<file path="config.mk">
export PLATFORM = sky130hd
export DESIGN_NAME = ucv_unit
export DESIGN_NICKNAME = d
export VERILOG_FILES = /design/src/ucv_pkg.sv /design/src/ucv_unit.sv
export SDC_FILE = /design/constraint.sdc
export NUM_CORES = 1
export LEC_CHECK = 0
export ABC_AREA = 0
export BUFFER_PORTS_ARGS = -buffer_cell sky130_fd_sc_hd__buf_4
export CAP_MARGIN = 40
export CORE_UTILIZATION = 35
export DETAILED_ROUTE_END_ITERATION = 7
export GPL_ROUTABILITY_DRIVEN = 0
export GPL_TIMING_DRIVEN = 1
export RECOVER_POWER = 100
export SLEW_MARGIN = 10
export SYNTH_ARGS = -nofsm -noshare
export SYNTH_HDL_FRONTEND = slang
export SYNTH_SLANG_ARGS = --single-unit
</file>
<file path="constraint.sdc">
create_clock -name i_sys_clk -period 4.3 [get_ports i_sys_clk]
set_clock_uncertainty 0.15 [all_clocks]
set_input_delay 0.215 -clock i_sys_clk [delete_from_list [all_inputs] [get_ports i_sys_clk]]
set_output_delay 0.215 -clock i_sys_clk [all_outputs]
set_load 0.005 [all_outputs]
</file>
<file path="src/ucv_pkg.sv">
// Shared types and constants for the truncating unsigned-to-float unit
package ucv_pkg;

  // ==========================================================
  // Operation decode and pipeline timing
  // ==========================================================
  localparam logic [7:0] UCV_OPC_CONVERT = 8'h77; // Convert, writes status flags
  localparam logic [7:0] UCV_OPC_FLAGS = 8'h78;   // Flags-only variant
  localparam logic [2:0] UCV_SLOT_A = 3'h1;       // Legal issue slots
  localparam logic [2:0] UCV_SLOT_B = 3'h4;
  localparam int UCV_LATENCY = 3;                 // Issue edge to writeback edge

  // ==========================================================
  // Float format and exception vector layout
  // ==========================================================
  localparam int UCV_DATA_W = 32;
  localparam int UCV_REG_IDX_W = 7;
  localparam int UCV_MANT_W = 23;
  localparam logic [7:0] UCV_EXP_BIAS = 8'h7F;
  localparam int UCV_FLAG_W = 7;
  localparam int UCV_DBZ_BIT = 0;
  localparam int UCV_INX_BIT = 1;
  localparam int UCV_UNF_BIT = 2;
  localparam int UCV_OVF_BIT = 3;
  localparam int UCV_INV_BIT = 4;
  localparam int UCV_IFZ_BIT = 5;
  localparam int UCV_OFZ_BIT = 6;
  localparam logic [UCV_FLAG_W-1:0] UCV_FLAGS_RST = 7'h00;

  // Exception flags, field order matches bits 6 down to 0
  typedef struct packed {
    logic output_flushed_zero_flag;
    logic input_flushed_zero_flag;
    logic invalid_flag;
    logic overflow_flag;
    logic underflow_flag;
    logic inexact_flag;
    logic divide_by_zero_flag;
  } ucv_flags_t;

  // One issued operation
  typedef struct packed {
    logic valid;
    logic [7:0] opcode;
    logic [2:0] slot;
    logic [UCV_DATA_W-1:0] guard;
    logic [UCV_DATA_W-1:0] first_source_register;
    logic [UCV_REG_IDX_W-1:0] dest;
  } ucv_issue_t;

  // One register-file writeback
  typedef struct packed {
    logic valid;
    logic flags_op;
    logic [UCV_REG_IDX_W-1:0] dest;
    logic [UCV_DATA_W-1:0] data;
  } ucv_wb_t;

endpackage

</file>
<file path="src/ucv_unit.sv">
// Truncating unsigned-to-float converter and its flags-only twin
//
// Summary of operation
// - Convert unsigned 32-bit to float, truncating always.
// - Exceptions raised set matching status-word flags.
// - Status flags sticky; only explicit write clears.
// - Flags update on same edge as writeback.
// - Simultaneous flag updates OR with existing value.
// - Guard LSB gates destination write and flags.
// - Flags-only op writes vector, status untouched.
// - Vector bits 6..0 flags, bits 31..7 zero.
// - Flags-only destination written only when guard true.
// - Bits past 24-bit significand dropped, raise inexact.
// - Flags-only uses same toward-zero conversion.
`timescale 1ns/1ps
module ucv_unit
  import ucv_pkg::*;
(
  input wire logic i_sys_clk,
  input wire logic i_arst_n,
  input wire ucv_issue_t i_issue,
  input wire logic i_other_fp_valid,
  input wire ucv_flags_t i_other_fp_flags,
  input wire logic i_status_wr_en,
  input wire ucv_flags_t i_status_wr_flags,
  output ucv_wb_t o_wb,
  output ucv_flags_t o_status_flags,
  output logic o_issue_reject
);

  // ==========================================================
  // Helpers
  // ==========================================================
  // Truncating conversion; returns {inexact, float bits}
  function automatic logic [UCV_DATA_W:0] ucv_trunc_cvt(input logic [UCV_DATA_W-1:0] v);
    logic [4:0] msb;
    logic [UCV_DATA_W-1:0] norm;
    logic [7:0] expo;
    msb = 5'h00;
    for (int i = 0; i < UCV_DATA_W; i++) begin
      if (v[i]) begin
        msb = 5'(i);
      end
    end
    norm = v << (5'h1F - msb);
    // Exponent peaks at bias plus 31, so no overflow path is needed
    expo = UCV_EXP_BIAS + {3'h0, msb};
    if (v == '0) begin
      ucv_trunc_cvt = '0;
    end else begin
      // Dropped bits below the significand are the only exception source
      ucv_trunc_cvt = {|norm[7:0], 1'b0, expo, norm[30:8]};
    end
  endfunction

  // Place a flag set into a destination-register word
  function automatic logic [UCV_DATA_W-1:0] ucv_flag_word(input ucv_flags_t f);
    ucv_flag_word = {{(UCV_DATA_W-UCV_FLAG_W){1'b0}}, f};
  endfunction

  // Legal issue slots for this unit
  function automatic logic ucv_slot_ok(input logic [2:0] s);
    ucv_slot_ok = (s == UCV_SLOT_A) || (s == UCV_SLOT_B);
  endfunction

  // ==========================================================
  // Issue decode
  // ==========================================================
  logic is_ours;
  logic take;
  // Other opcodes belong to other units; a bad slot is refused
  assign is_ours = i_issue.valid &&
                   (i_issue.opcode == UCV_OPC_CONVERT || i_issue.opcode == UCV_OPC_FLAGS);
  assign take = is_ours && ucv_slot_ok(i_issue.slot);

  // ==========================================================
  // Stage 1: capture operand and guard
  // ==========================================================
  logic s1_valid_ff, nxt_s1_valid;
  logic s1_flags_op_ff, nxt_s1_flags_op;
  logic [UCV_DATA_W-1:0] s1_src_ff, nxt_s1_src;
  logic [UCV_REG_IDX_W-1:0] s1_dest_ff, nxt_s1_dest;
  logic reject_ff, nxt_reject;

  // A false guard squashes the op here, so neither write nor flags follow
  always_comb begin
    nxt_s1_valid = take && i_issue.guard[0];
    nxt_s1_flags_op = (i_issue.opcode == UCV_OPC_FLAGS);
    nxt_s1_src = take ? i_issue.first_source_register : s1_src_ff;
    nxt_s1_dest = take ? i_issue.dest : s1_dest_ff;
    nxt_reject = is_ours && !ucv_slot_ok(i_issue.slot);
  end

  always_ff @(posedge i_sys_clk or negedge i_arst_n) begin
    if (!i_arst_n) begin
      s1_valid_ff <= 1'b0;
      s1_flags_op_ff <= 1'b0;
      s1_src_ff <= '0;
      s1_dest_ff <= '0;
      reject_ff <= 1'b0;
    end else begin
      s1_valid_ff <= nxt_s1_valid;
      s1_flags_op_ff <= nxt_s1_flags_op;
      s1_src_ff <= nxt_s1_src;
      s1_dest_ff <= nxt_s1_dest;
      reject_ff <= nxt_reject;
    end
  end

  // ==========================================================
  // Stage 2: conversion
  // ==========================================================
  logic [UCV_DATA_W:0] cvt;
  ucv_flags_t cvt_flags;
  logic s2_valid_ff, nxt_s2_valid;
  logic s2_flags_op_ff, nxt_s2_flags_op;
  logic [UCV_DATA_W-1:0] s2_result_ff, nxt_s2_result;
  ucv_flags_t s2_flags_ff, nxt_s2_flags;
  logic [UCV_REG_IDX_W-1:0] s2_dest_ff, nxt_s2_dest;

  // Both ops share one converter, so their flags cannot disagree
  always_comb begin
    cvt = ucv_trunc_cvt(s1_src_ff);
    cvt_flags = '0;
    cvt_flags.inexact_flag = cvt[UCV_DATA_W];
    nxt_s2_valid = s1_valid_ff;
    nxt_s2_flags_op = s1_flags_op_ff;
    nxt_s2_result = s1_flags_op_ff ? ucv_flag_word(cvt_flags) : cvt[UCV_DATA_W-1:0];
    nxt_s2_flags = cvt_flags;
    nxt_s2_dest = s1_dest_ff;
  end

  always_ff @(posedge i_sys_clk or negedge i_arst_n) begin
    if (!i_arst_n) begin
      s2_valid_ff <= 1'b0;
      s2_flags_op_ff <= 1'b0;
      s2_result_ff <= '0;
      s2_flags_ff <= UCV_FLAGS_RST;
      s2_dest_ff <= '0;
    end else begin
      s2_valid_ff <= nxt_s2_valid;
      s2_flags_op_ff <= nxt_s2_flags_op;
      s2_result_ff <= nxt_s2_result;
      s2_flags_ff <= nxt_s2_flags;
      s2_dest_ff <= nxt_s2_dest;
    end
  end

  // ==========================================================
  // Stage 3: writeback and status-word flags
  // ==========================================================
  ucv_wb_t wb_ff, nxt_wb;
  ucv_flags_t status_ff, nxt_status;
  ucv_flags_t own_set;

  // Sets are ORed after the write, so an event in the write cycle survives
  always_comb begin
    own_set = (s2_valid_ff && !s2_flags_op_ff) ? s2_flags_ff : '0;
    nxt_status = i_status_wr_en ? i_status_wr_flags : status_ff;
    nxt_status = nxt_status | own_set;
    if (i_other_fp_valid) begin
      nxt_status = nxt_status | i_other_fp_flags;
    end
    nxt_wb.valid = s2_valid_ff;
    nxt_wb.flags_op = s2_flags_op_ff;
    nxt_wb.dest = s2_dest_ff;
    nxt_wb.data = s2_result_ff;
  end

  always_ff @(posedge i_sys_clk or negedge i_arst_n) begin
    if (!i_arst_n) begin
      wb_ff <= '0;
      status_ff <= UCV_FLAGS_RST;
    end else begin
      wb_ff <= nxt_wb;
      status_ff <= nxt_status;
    end
  end

  // Writeback and status outputs come straight from the stage-3 registers; the reject comes from stage 1
  assign o_wb = wb_ff;
  assign o_status_flags = status_ff;
  assign o_issue_reject = reject_ff;

  logic take_g1;
  logic take_g0;
  assign take_g1 = take && i_issue.guard[0];
  assign take_g0 = take && !i_issue.guard[0];

  // Cycles in which nothing but this unit can move the status word
  logic quiet;
  logic wb_cvt;
  logic bad_slot;
  assign quiet = !i_other_fp_valid && !i_status_wr_en;
  assign wb_cvt = o_wb.valid && !o_wb.flags_op;
  assign bad_slot = is_ours && !ucv_slot_ok(i_issue.slot);
endmodule // ucv_unit

</file>
**After elaboration in Yosys (flattened, before gate mapping)**

Index checks and enable logic that the tools add are counted.

- Register bits: 132
- Bits in latches: 0
- RAM bits: 0
- Bits in read-only memories: 0
- Word-level logic and storage cells: 77
- Memories kept: 0

- Add/subtract/negate cells: 2
- Multipliers: 0
- Divide/modulo/power cells: 0
- $lt $le $gt $ge: 0
- Equality and inequality tests: 4
- Shift operators: 1
- Mux-type cells: 36
- Bitwise gates (word level): 2
- Reductions and logical operators: 11

Operators with widths:

| cell | number |
|---|---|
| two-way mux 5 bit | 28 |
| two-way mux 33 bit | 1 |
| zero test 32 bit | 1 |
| two-way mux 32 bit | 1 |
| left shift 32 x 5 -> 31 bit | 1 |
| equality test 8 x 7 -> 1 bit (second input constant) | 2 |
| two-way mux 7 bit | 2 |
| adder 7 x 5 -> 8 bit (first input constant) | 1 |
| OR reduction 8 bit | 1 |
| bitwise OR 7 x 2 -> 7 bit | 1 |
| bitwise OR 7 bit | 1 |
| two-way mux 2 bit | 3 |
| logical AND 1 bit | 5 |
| subtractor 5 bit (first input constant) | 1 |
| equality test 3 x 1 -> 1 bit (second input constant) | 1 |
| equality test 3 bit (second input constant) | 1 |
| zero test 1 bit | 2 |
| logical OR 1 bit | 2 |
| two-way mux 1 bit | 1 |

**Longest topological paths before layout**

- Word-level depth: 36
- Depth in mapped cells: 14

**Worst setup path after synthesis**

OpenSTA, ideal clock, no wires.

- Kind: register to register
- From: reg s1_src_ff[8]
- To: reg s2_result_ff[1]
- Library setup time: 129 ps
- Arrival: 2866 ps
- Path slack: 1155 ps
- Cell stages (with the launch flop): 13
- Period minus slack after synthesis: 3145 ps
- Cells stage by stage: dfrtp_1 -> buf_6 -> or4_1 -> o21ai_1 -> a21boi_1 -> o211a_1 -> buf_6 -> a2111o_1 -> a21oi_2 -> a221oi_2 -> or4_1 -> o21a_1 -> o2bb2ai_1

- Longest elaborated chain between the ends: 29
- Elaborated cells on any way between the ends: 30

Ends and longest elaborated chain:

| item | RTL line | RTL |
|---|---|---|
| from (decl) | ucv_unit.sv:81 | `logic [UCV_DATA_W-1:0] s1_src_ff, nxt_s1_src;` |
| from (signal assigned) | ucv_unit.sv:104 | `s1_src_ff <= nxt_s1_src;` |
| two-way mux 5 bit (24 in series) | ucv_unit.sv:41 | `if (v[i]) begin` |
| subtractor 5 bit | ucv_unit.sv:45 | `norm = v << (5'h1F - msb);` |
| left shift 32 x 5 -> 31 bit | ucv_unit.sv:45 |  |
| OR reduction 8 bit | ucv_unit.sv:52 | `ucv_trunc_cvt = {\|norm[7:0], 1'b0, expo, norm[30:8]};` |
| two-way mux 33 bit (*) | ucv_unit.sv:48 | `if (v == '0) begin` |
| via cvt[32] | ucv_unit.sv:113 | `logic [UCV_DATA_W:0] cvt;` |
| two-way mux 32 bit (*) | ucv_unit.sv:128 | `nxt_s2_result = s1_flags_op_ff ? ucv_flag_word(cvt_flags) : cvt[UCV_DATA_W-1:0];` |
| via nxt_s2_result[1] | ucv_unit.sv:117 | `logic [UCV_DATA_W-1:0] s2_result_ff, nxt_s2_result;` |
| to (signal assigned) | ucv_unit.sv:143 | `s2_result_ff <= nxt_s2_result;` |
| to (decl) | ucv_unit.sv:117 |  |

Mark *: on every way through the listed nets, which the timed path passes. The rest lies on a longest branch.
A chain may end at the register's enable or synchronous reset.

**Worst setup path in the final report**

- From: reg s1_src_ff[3]
- To: reg s2_result_ff[22]

- Longest elaborated chain between the ends: 33
- Elaborated cells on any way between the ends: 34

Ends and longest elaborated chain:

| item | RTL line |
|---|---|
| two-way mux 2 bit | ucv_unit.sv:41 |
| two-way mux 5 bit (28 in series) | ucv_unit.sv:41 |
| subtractor 5 bit | ucv_unit.sv:45 |
| left shift 32 x 5 -> 31 bit | ucv_unit.sv:45 |
| two-way mux 33 bit (*) | ucv_unit.sv:48 |
| two-way mux 32 bit (*) | ucv_unit.sv:128 |
| via nxt_s2_result[22] | ucv_unit.sv:117 |

Marks and branches as above.

==> impl.org <==
** STA
- Hold timing on the final database bottoms out at a slack of about 0.044 ns.
- For the pin with the worst max-slew slack, the measured transition is 2.81 ns.
- Setup slack closes at approximately 0.5 ns.
- Hold Vio Cnt, Final :: 0
- Timing would allow up to 263 MHz.
- Setup repair after global routing left no endpoint under its margin.
- Setup violations remaining at the end of the flow were counted as 0.
- Dividing the final minimum period by the clock period gives 0.885.
- After routing, the total negative slack on setup checks comes to 0 ns.
- Post-layout minimum cycle time :: 3.81 ns
- Slew Viols, Final :: 110
- In this run the tightest slew margin relative to its limit is -0.874.

** Finish
- At the end of the flow the core is filled with cells to 0.490.
- The layout has 1595 filler cells.
- Sequential standard cell area :: 0.00325 mm^2
- Leaving out fill and tap cells, the most frequent cell in the layout is sky130_fd_sc_hd__dfrtp_1.
- Final layout net count :: roughly 850
- The count of cells in the finished layout, fillers not included, comes to 982.
- Number of inserted diodes :: 0
- Proportion of layout cells with a drive suffix above 1 :: 0.272
- Signed area change from the synthesized netlist to the final layout :: 37.1%
- Leaving out fill and tap cells, the most frequent cells in the layout are sky130_fd_sc_hd__dfrtp_1 (130), sky130_fd_sc_hd__buf_4 (69), sky130_fd_sc_hd__dlygate4sd3_1 (66).
- Area of combinational cells with multiple inputs :: 0.00269 mm^2
- Summing all non-filler instances in the final layout gives an area of 0.00848 mm^2.

** Detailed routing
- Total Routed Length :: 16200 um
- The count of nets left with antenna violations once routing finished came out at 0.
- WL/cell :: between 15 and 20 um
- Number of DRC violations after detailed-routing iteration 0 :: approximately 370
- For this run, design rule violations remaining after detail routing come to 0.
- TritonRoute pass-1 iters :: 5
- The detailed router placed 5200 vias in this run.
- Vias per cell :: roughly 5.3

** Floorplan
- Initial Utilization :: 0.358
- Measured along the y axis, the die boundary spans 135 um.
- From left edge to right edge, the die measures around 130 um.
- Core box area :: roughly 0.017 mm^2
- Number of I/O pins :: 150
- The floorplan step defined a die boundary enclosing about 0.018 mm^2.
- The floorplan has 48 rows.

** Global routing
- Global route total overflow :: 0
- Largest net degree at the start of global routing :: 74
- Wire length of the first global-routing pass :: 26600 um
- Initial antenna violation count :: 0
- For this run, the total global-route usage over all layers was measured as 0.189.
- The number of global-route vias before repair came to between 5000 and 6000.

** Setup path
- Class of the most critical setup path :: flip-flop to flip-flop
- Together, buffers and inverters on the worst path number 1.
- Cell family contributing the most delay on the critical path :: simple AND/OR/NAND/NOR gates
- Data required time of the critical path :: roughly 4.5 ns
- Type of destination of the critical path :: flip-flop
- Along the worst path, the maximum fanout reaches 18.
- Critical path's largest stage delay :: approximately 0.73 ns
- Launching element type of the critical path :: flip-flop
- Data on the critical path arrives at its endpoint at 3.98 ns.
- Slowest cell on crit path :: sky130_fd_sc_hd__nor2_1
- Series of cell instances along the critical path :: nor2_1 > o311ai_0 > a31o_2 > a21oi_1 > nor2_1 > clkbuf_2 > a21oi_1 > a221oi_2 > or4b_1 > o211ai_1

** Run
- Max-cap viol count :: 2

** Synthesis
- After synthesis, the share of flip-flops with an asynchronous set or reset is 1.00.
- A synthesized cell averages 10.9 um^2.
- Syn_nets :: 667
- The share of synthesized area in the top cell type comes to 0.526.
- Post-Syn Instances :: 565
- Sequential fraction of the synthesis area :: 0.526
- Library cell occupying the most area in the post-synthesis netlist :: sky130_fd_sc_hd__dfrtp_1
- Cell area after synthesis :: 0.00619 mm^2
- Counting flops and latches in the post-synthesis netlist gives 130.
- In this run, synthesis inferred 0 flip-flops with an integrated enable.
- The most used flip-flop cell after synthesis is sky130_fd_sc_hd__dfrtp_1.
- Number of synthesis warnings :: 0
- By area the synthesized netlist is led by sky130_fd_sc_hd__dfrtp_1 (53%), sky130_fd_sc_hd__mux2_2 (9.1%), sky130_fd_sc_hd__mux2i_1 (7.9%).
- Counting distinct cell types in the post-synthesis netlist gives 65.

** Pwr
- Reg power frac :: 0.361
- For this design the static power due to leakage is roughly 4 nW.
- Total power for the finished layout comes to 4.04 mW.
- Clock share of power :: 0.345
- IR Drop Worst-Case VDD :: about 310 uV
- Power per cell area :: 476 mW/mm^2
- Summed over all nets, the switching power comes to about 1.3 mW.
- Of the total power, the share spent switching nets is 0.315.
- Gate power share :: 0.294
- Internal :: 2.76 mW

** Clock tree
- Clock latency reported for the late side of the worst-skew pair :: 0.42 ns
- Post-CTS repair changed the size of 0 cells.
- CTS tree :: yes
- The H-tree was split into 4 levels.
- Post-CTS clock slew at the launch and capture registers of the worst setup and hold paths :: ~0.06 ns
- Counting along the longest clock path gives a buffer depth of 2.
- Inserted Clock Buffers :: 17
- Root buffer selected by CTS :: sky130_fd_sc_hd__clkbuf_16
- For this design, the sink count on the clock tree is between 100 and 150.

** Placement
- Cell count after placement :: 883
- Placed inst area :: 0.00726 mm^2
- HPWL after DPL :: 11400 um
- At the placement stage, the worst setup path has a slack of 0.581 ns.
- Count of input and output buffers :: 117

** Run status
- Failing checks :: capacitance limit, slew limit
- Run status :: complete, but fails checks

** Hold path
- Worst hold path type :: primary input to async pin
[cells by family after synthesis]
group                      share of synthesized area
adders and majority gates                    0.00202
DFF                                            0.526
other                                       0.000606
xor gates and xnor gates                     0.00283
and+or+nand+nor                                0.115
AOI/OAI and AO/OA                              0.137
muxes                                          0.178
buffers and inverters                         0.0392
[worst register-to-register path, cell delays in order, from the launching register on]
cell and delay [ns]:
sky130_fd_sc_hd__dfrtp_1 0.46, sky130_fd_sc_hd__nor2_1 0.10, sky130_fd_sc_hd__o311ai_0 0.36, sky130_fd_sc_hd__a31o_2 0.25, sky130_fd_sc_hd__a21oi_1 0.06, sky130_fd_sc_hd__nor2_1 0.73, sky130_fd_sc_hd__clkbuf_2 0.52, sky130_fd_sc_hd__a21oi_1 0.12
sky130_fd_sc_hd__a221oi_2 0.39, sky130_fd_sc_hd__or4b_1 0.48, sky130_fd_sc_hd__o211ai_1 0.10
[layer usage]
| layer | global-route usage | vias to the layer above | share of wire |
|---|---|---|---|
| met5 | 0 | - | 0 |
| met2 | 0.297 | 237 | 0.47 |
| met4 | 0.0811 | 0 | 0.022 |
| met1 | 0.244 | 2510 | 0.43 |
| li1 | - | 2422 | - |
| met3 | 0.0507 | 31 | 0.074 |
[worst paths after layout]
kind	start	to	slack, ns	cells past startpoint
max	s1_src_ff[3]	s2_result_ff[22]	0.49	10
min	i_arst_n	s2_dest_ff[3]	0.04	2
max reg2reg	s1_src_ff[3]	s2_result_ff[22]	0.49	10
min reg2reg	nxt_s2_valid	s2_valid_ff	0.20	0
max in group asynchronous	i_arst_n	o_wb[5]	0.87	3
min in group i_sys_clk	nxt_s2_valid	s2_valid_ff	0.20	0
[cell usage after synthesis, types with 6 or more instances]
| master | number |
|---|---|
| sky130_fd_sc_hd__a21o_1 | 6 |
| sky130_fd_sc_hd__mux2_2 | 50 |
| sky130_fd_sc_hd__nand2b_1 | 7 |
| sky130_fd_sc_hd__inv_1 | 21 |
| sky130_fd_sc_hd__mux2i_1 | 49 |
| sky130_fd_sc_hd__nand3_1 | 8 |
| sky130_fd_sc_hd__nand2_1 | 34 |
| sky130_fd_sc_hd__nor2_1 | 54 |
| sky130_fd_sc_hd__buf_2 | 10 |
| sky130_fd_sc_hd__nor3_1 | 17 |
| sky130_fd_sc_hd__a21oi_1 | 29 |
| sky130_fd_sc_hd__o22ai_1 | 7 |
| sky130_fd_sc_hd__a22oi_1 | 10 |
| sky130_fd_sc_hd__buf_1 | 6 |
| sky130_fd_sc_hd__nor4_1 | 7 |
| sky130_fd_sc_hd__o21ai_0 | 21 |
| sky130_fd_sc_hd__clkbuf_1 | 14 |
| sky130_fd_sc_hd__dfrtp_1 | 130 |
[power groups by stage]
stage | combinational, mW | sequential, mW | clock (mW)
2_1_floorplan | 0.725 | 1.47 | 0
3_3_place_gp | 1.12 | 1.48 | 0
3_5_place_dp | 1.13 | 1.48 | 0
4_1_cts | 1.18 | 1.46 | 1.43
5_1_grt | 1.28 | 1.48 | 1.49
6_report | 1.19 | 1.46 | 1.39
[registers in the layout, indices dropped and copies added (netlist names)]
| name | flops |
|---|---|
| o_wb | 40 |
| s2_flags_op_ff | 1 |
| s2_valid_ff | 1 |
| s2_result_ff | 31 |
| nxt_s2_valid | 1 |
| s2_dest_ff | 7 |
| nxt_s2_flags_op | 1 |
| nxt_s2_dest | 7 |
| o_issue_reject | 1 |
| s2_flags_ff | 1 |
| s1_src_ff | 32 |
| o_status_flags | 7 |
[layout make-up]
class / instances / area share
clock buffers: 19 / 0.0522
clock inverters: 13 / 0.0159
inverters: 22 / 0.00974
multi-input cells: 379 / 0.317
flip-flops and latches: 130 / 0.384
well taps: 225 / 0.0332
repair buffers: 194 / 0.188
[timing repair]
action | CTS | global route
hold buffers | 66 | 0
hold endpoints to repair | 120 | 0
buffers inserted | 0 | 0
Power figures use the tool's default switching activity.
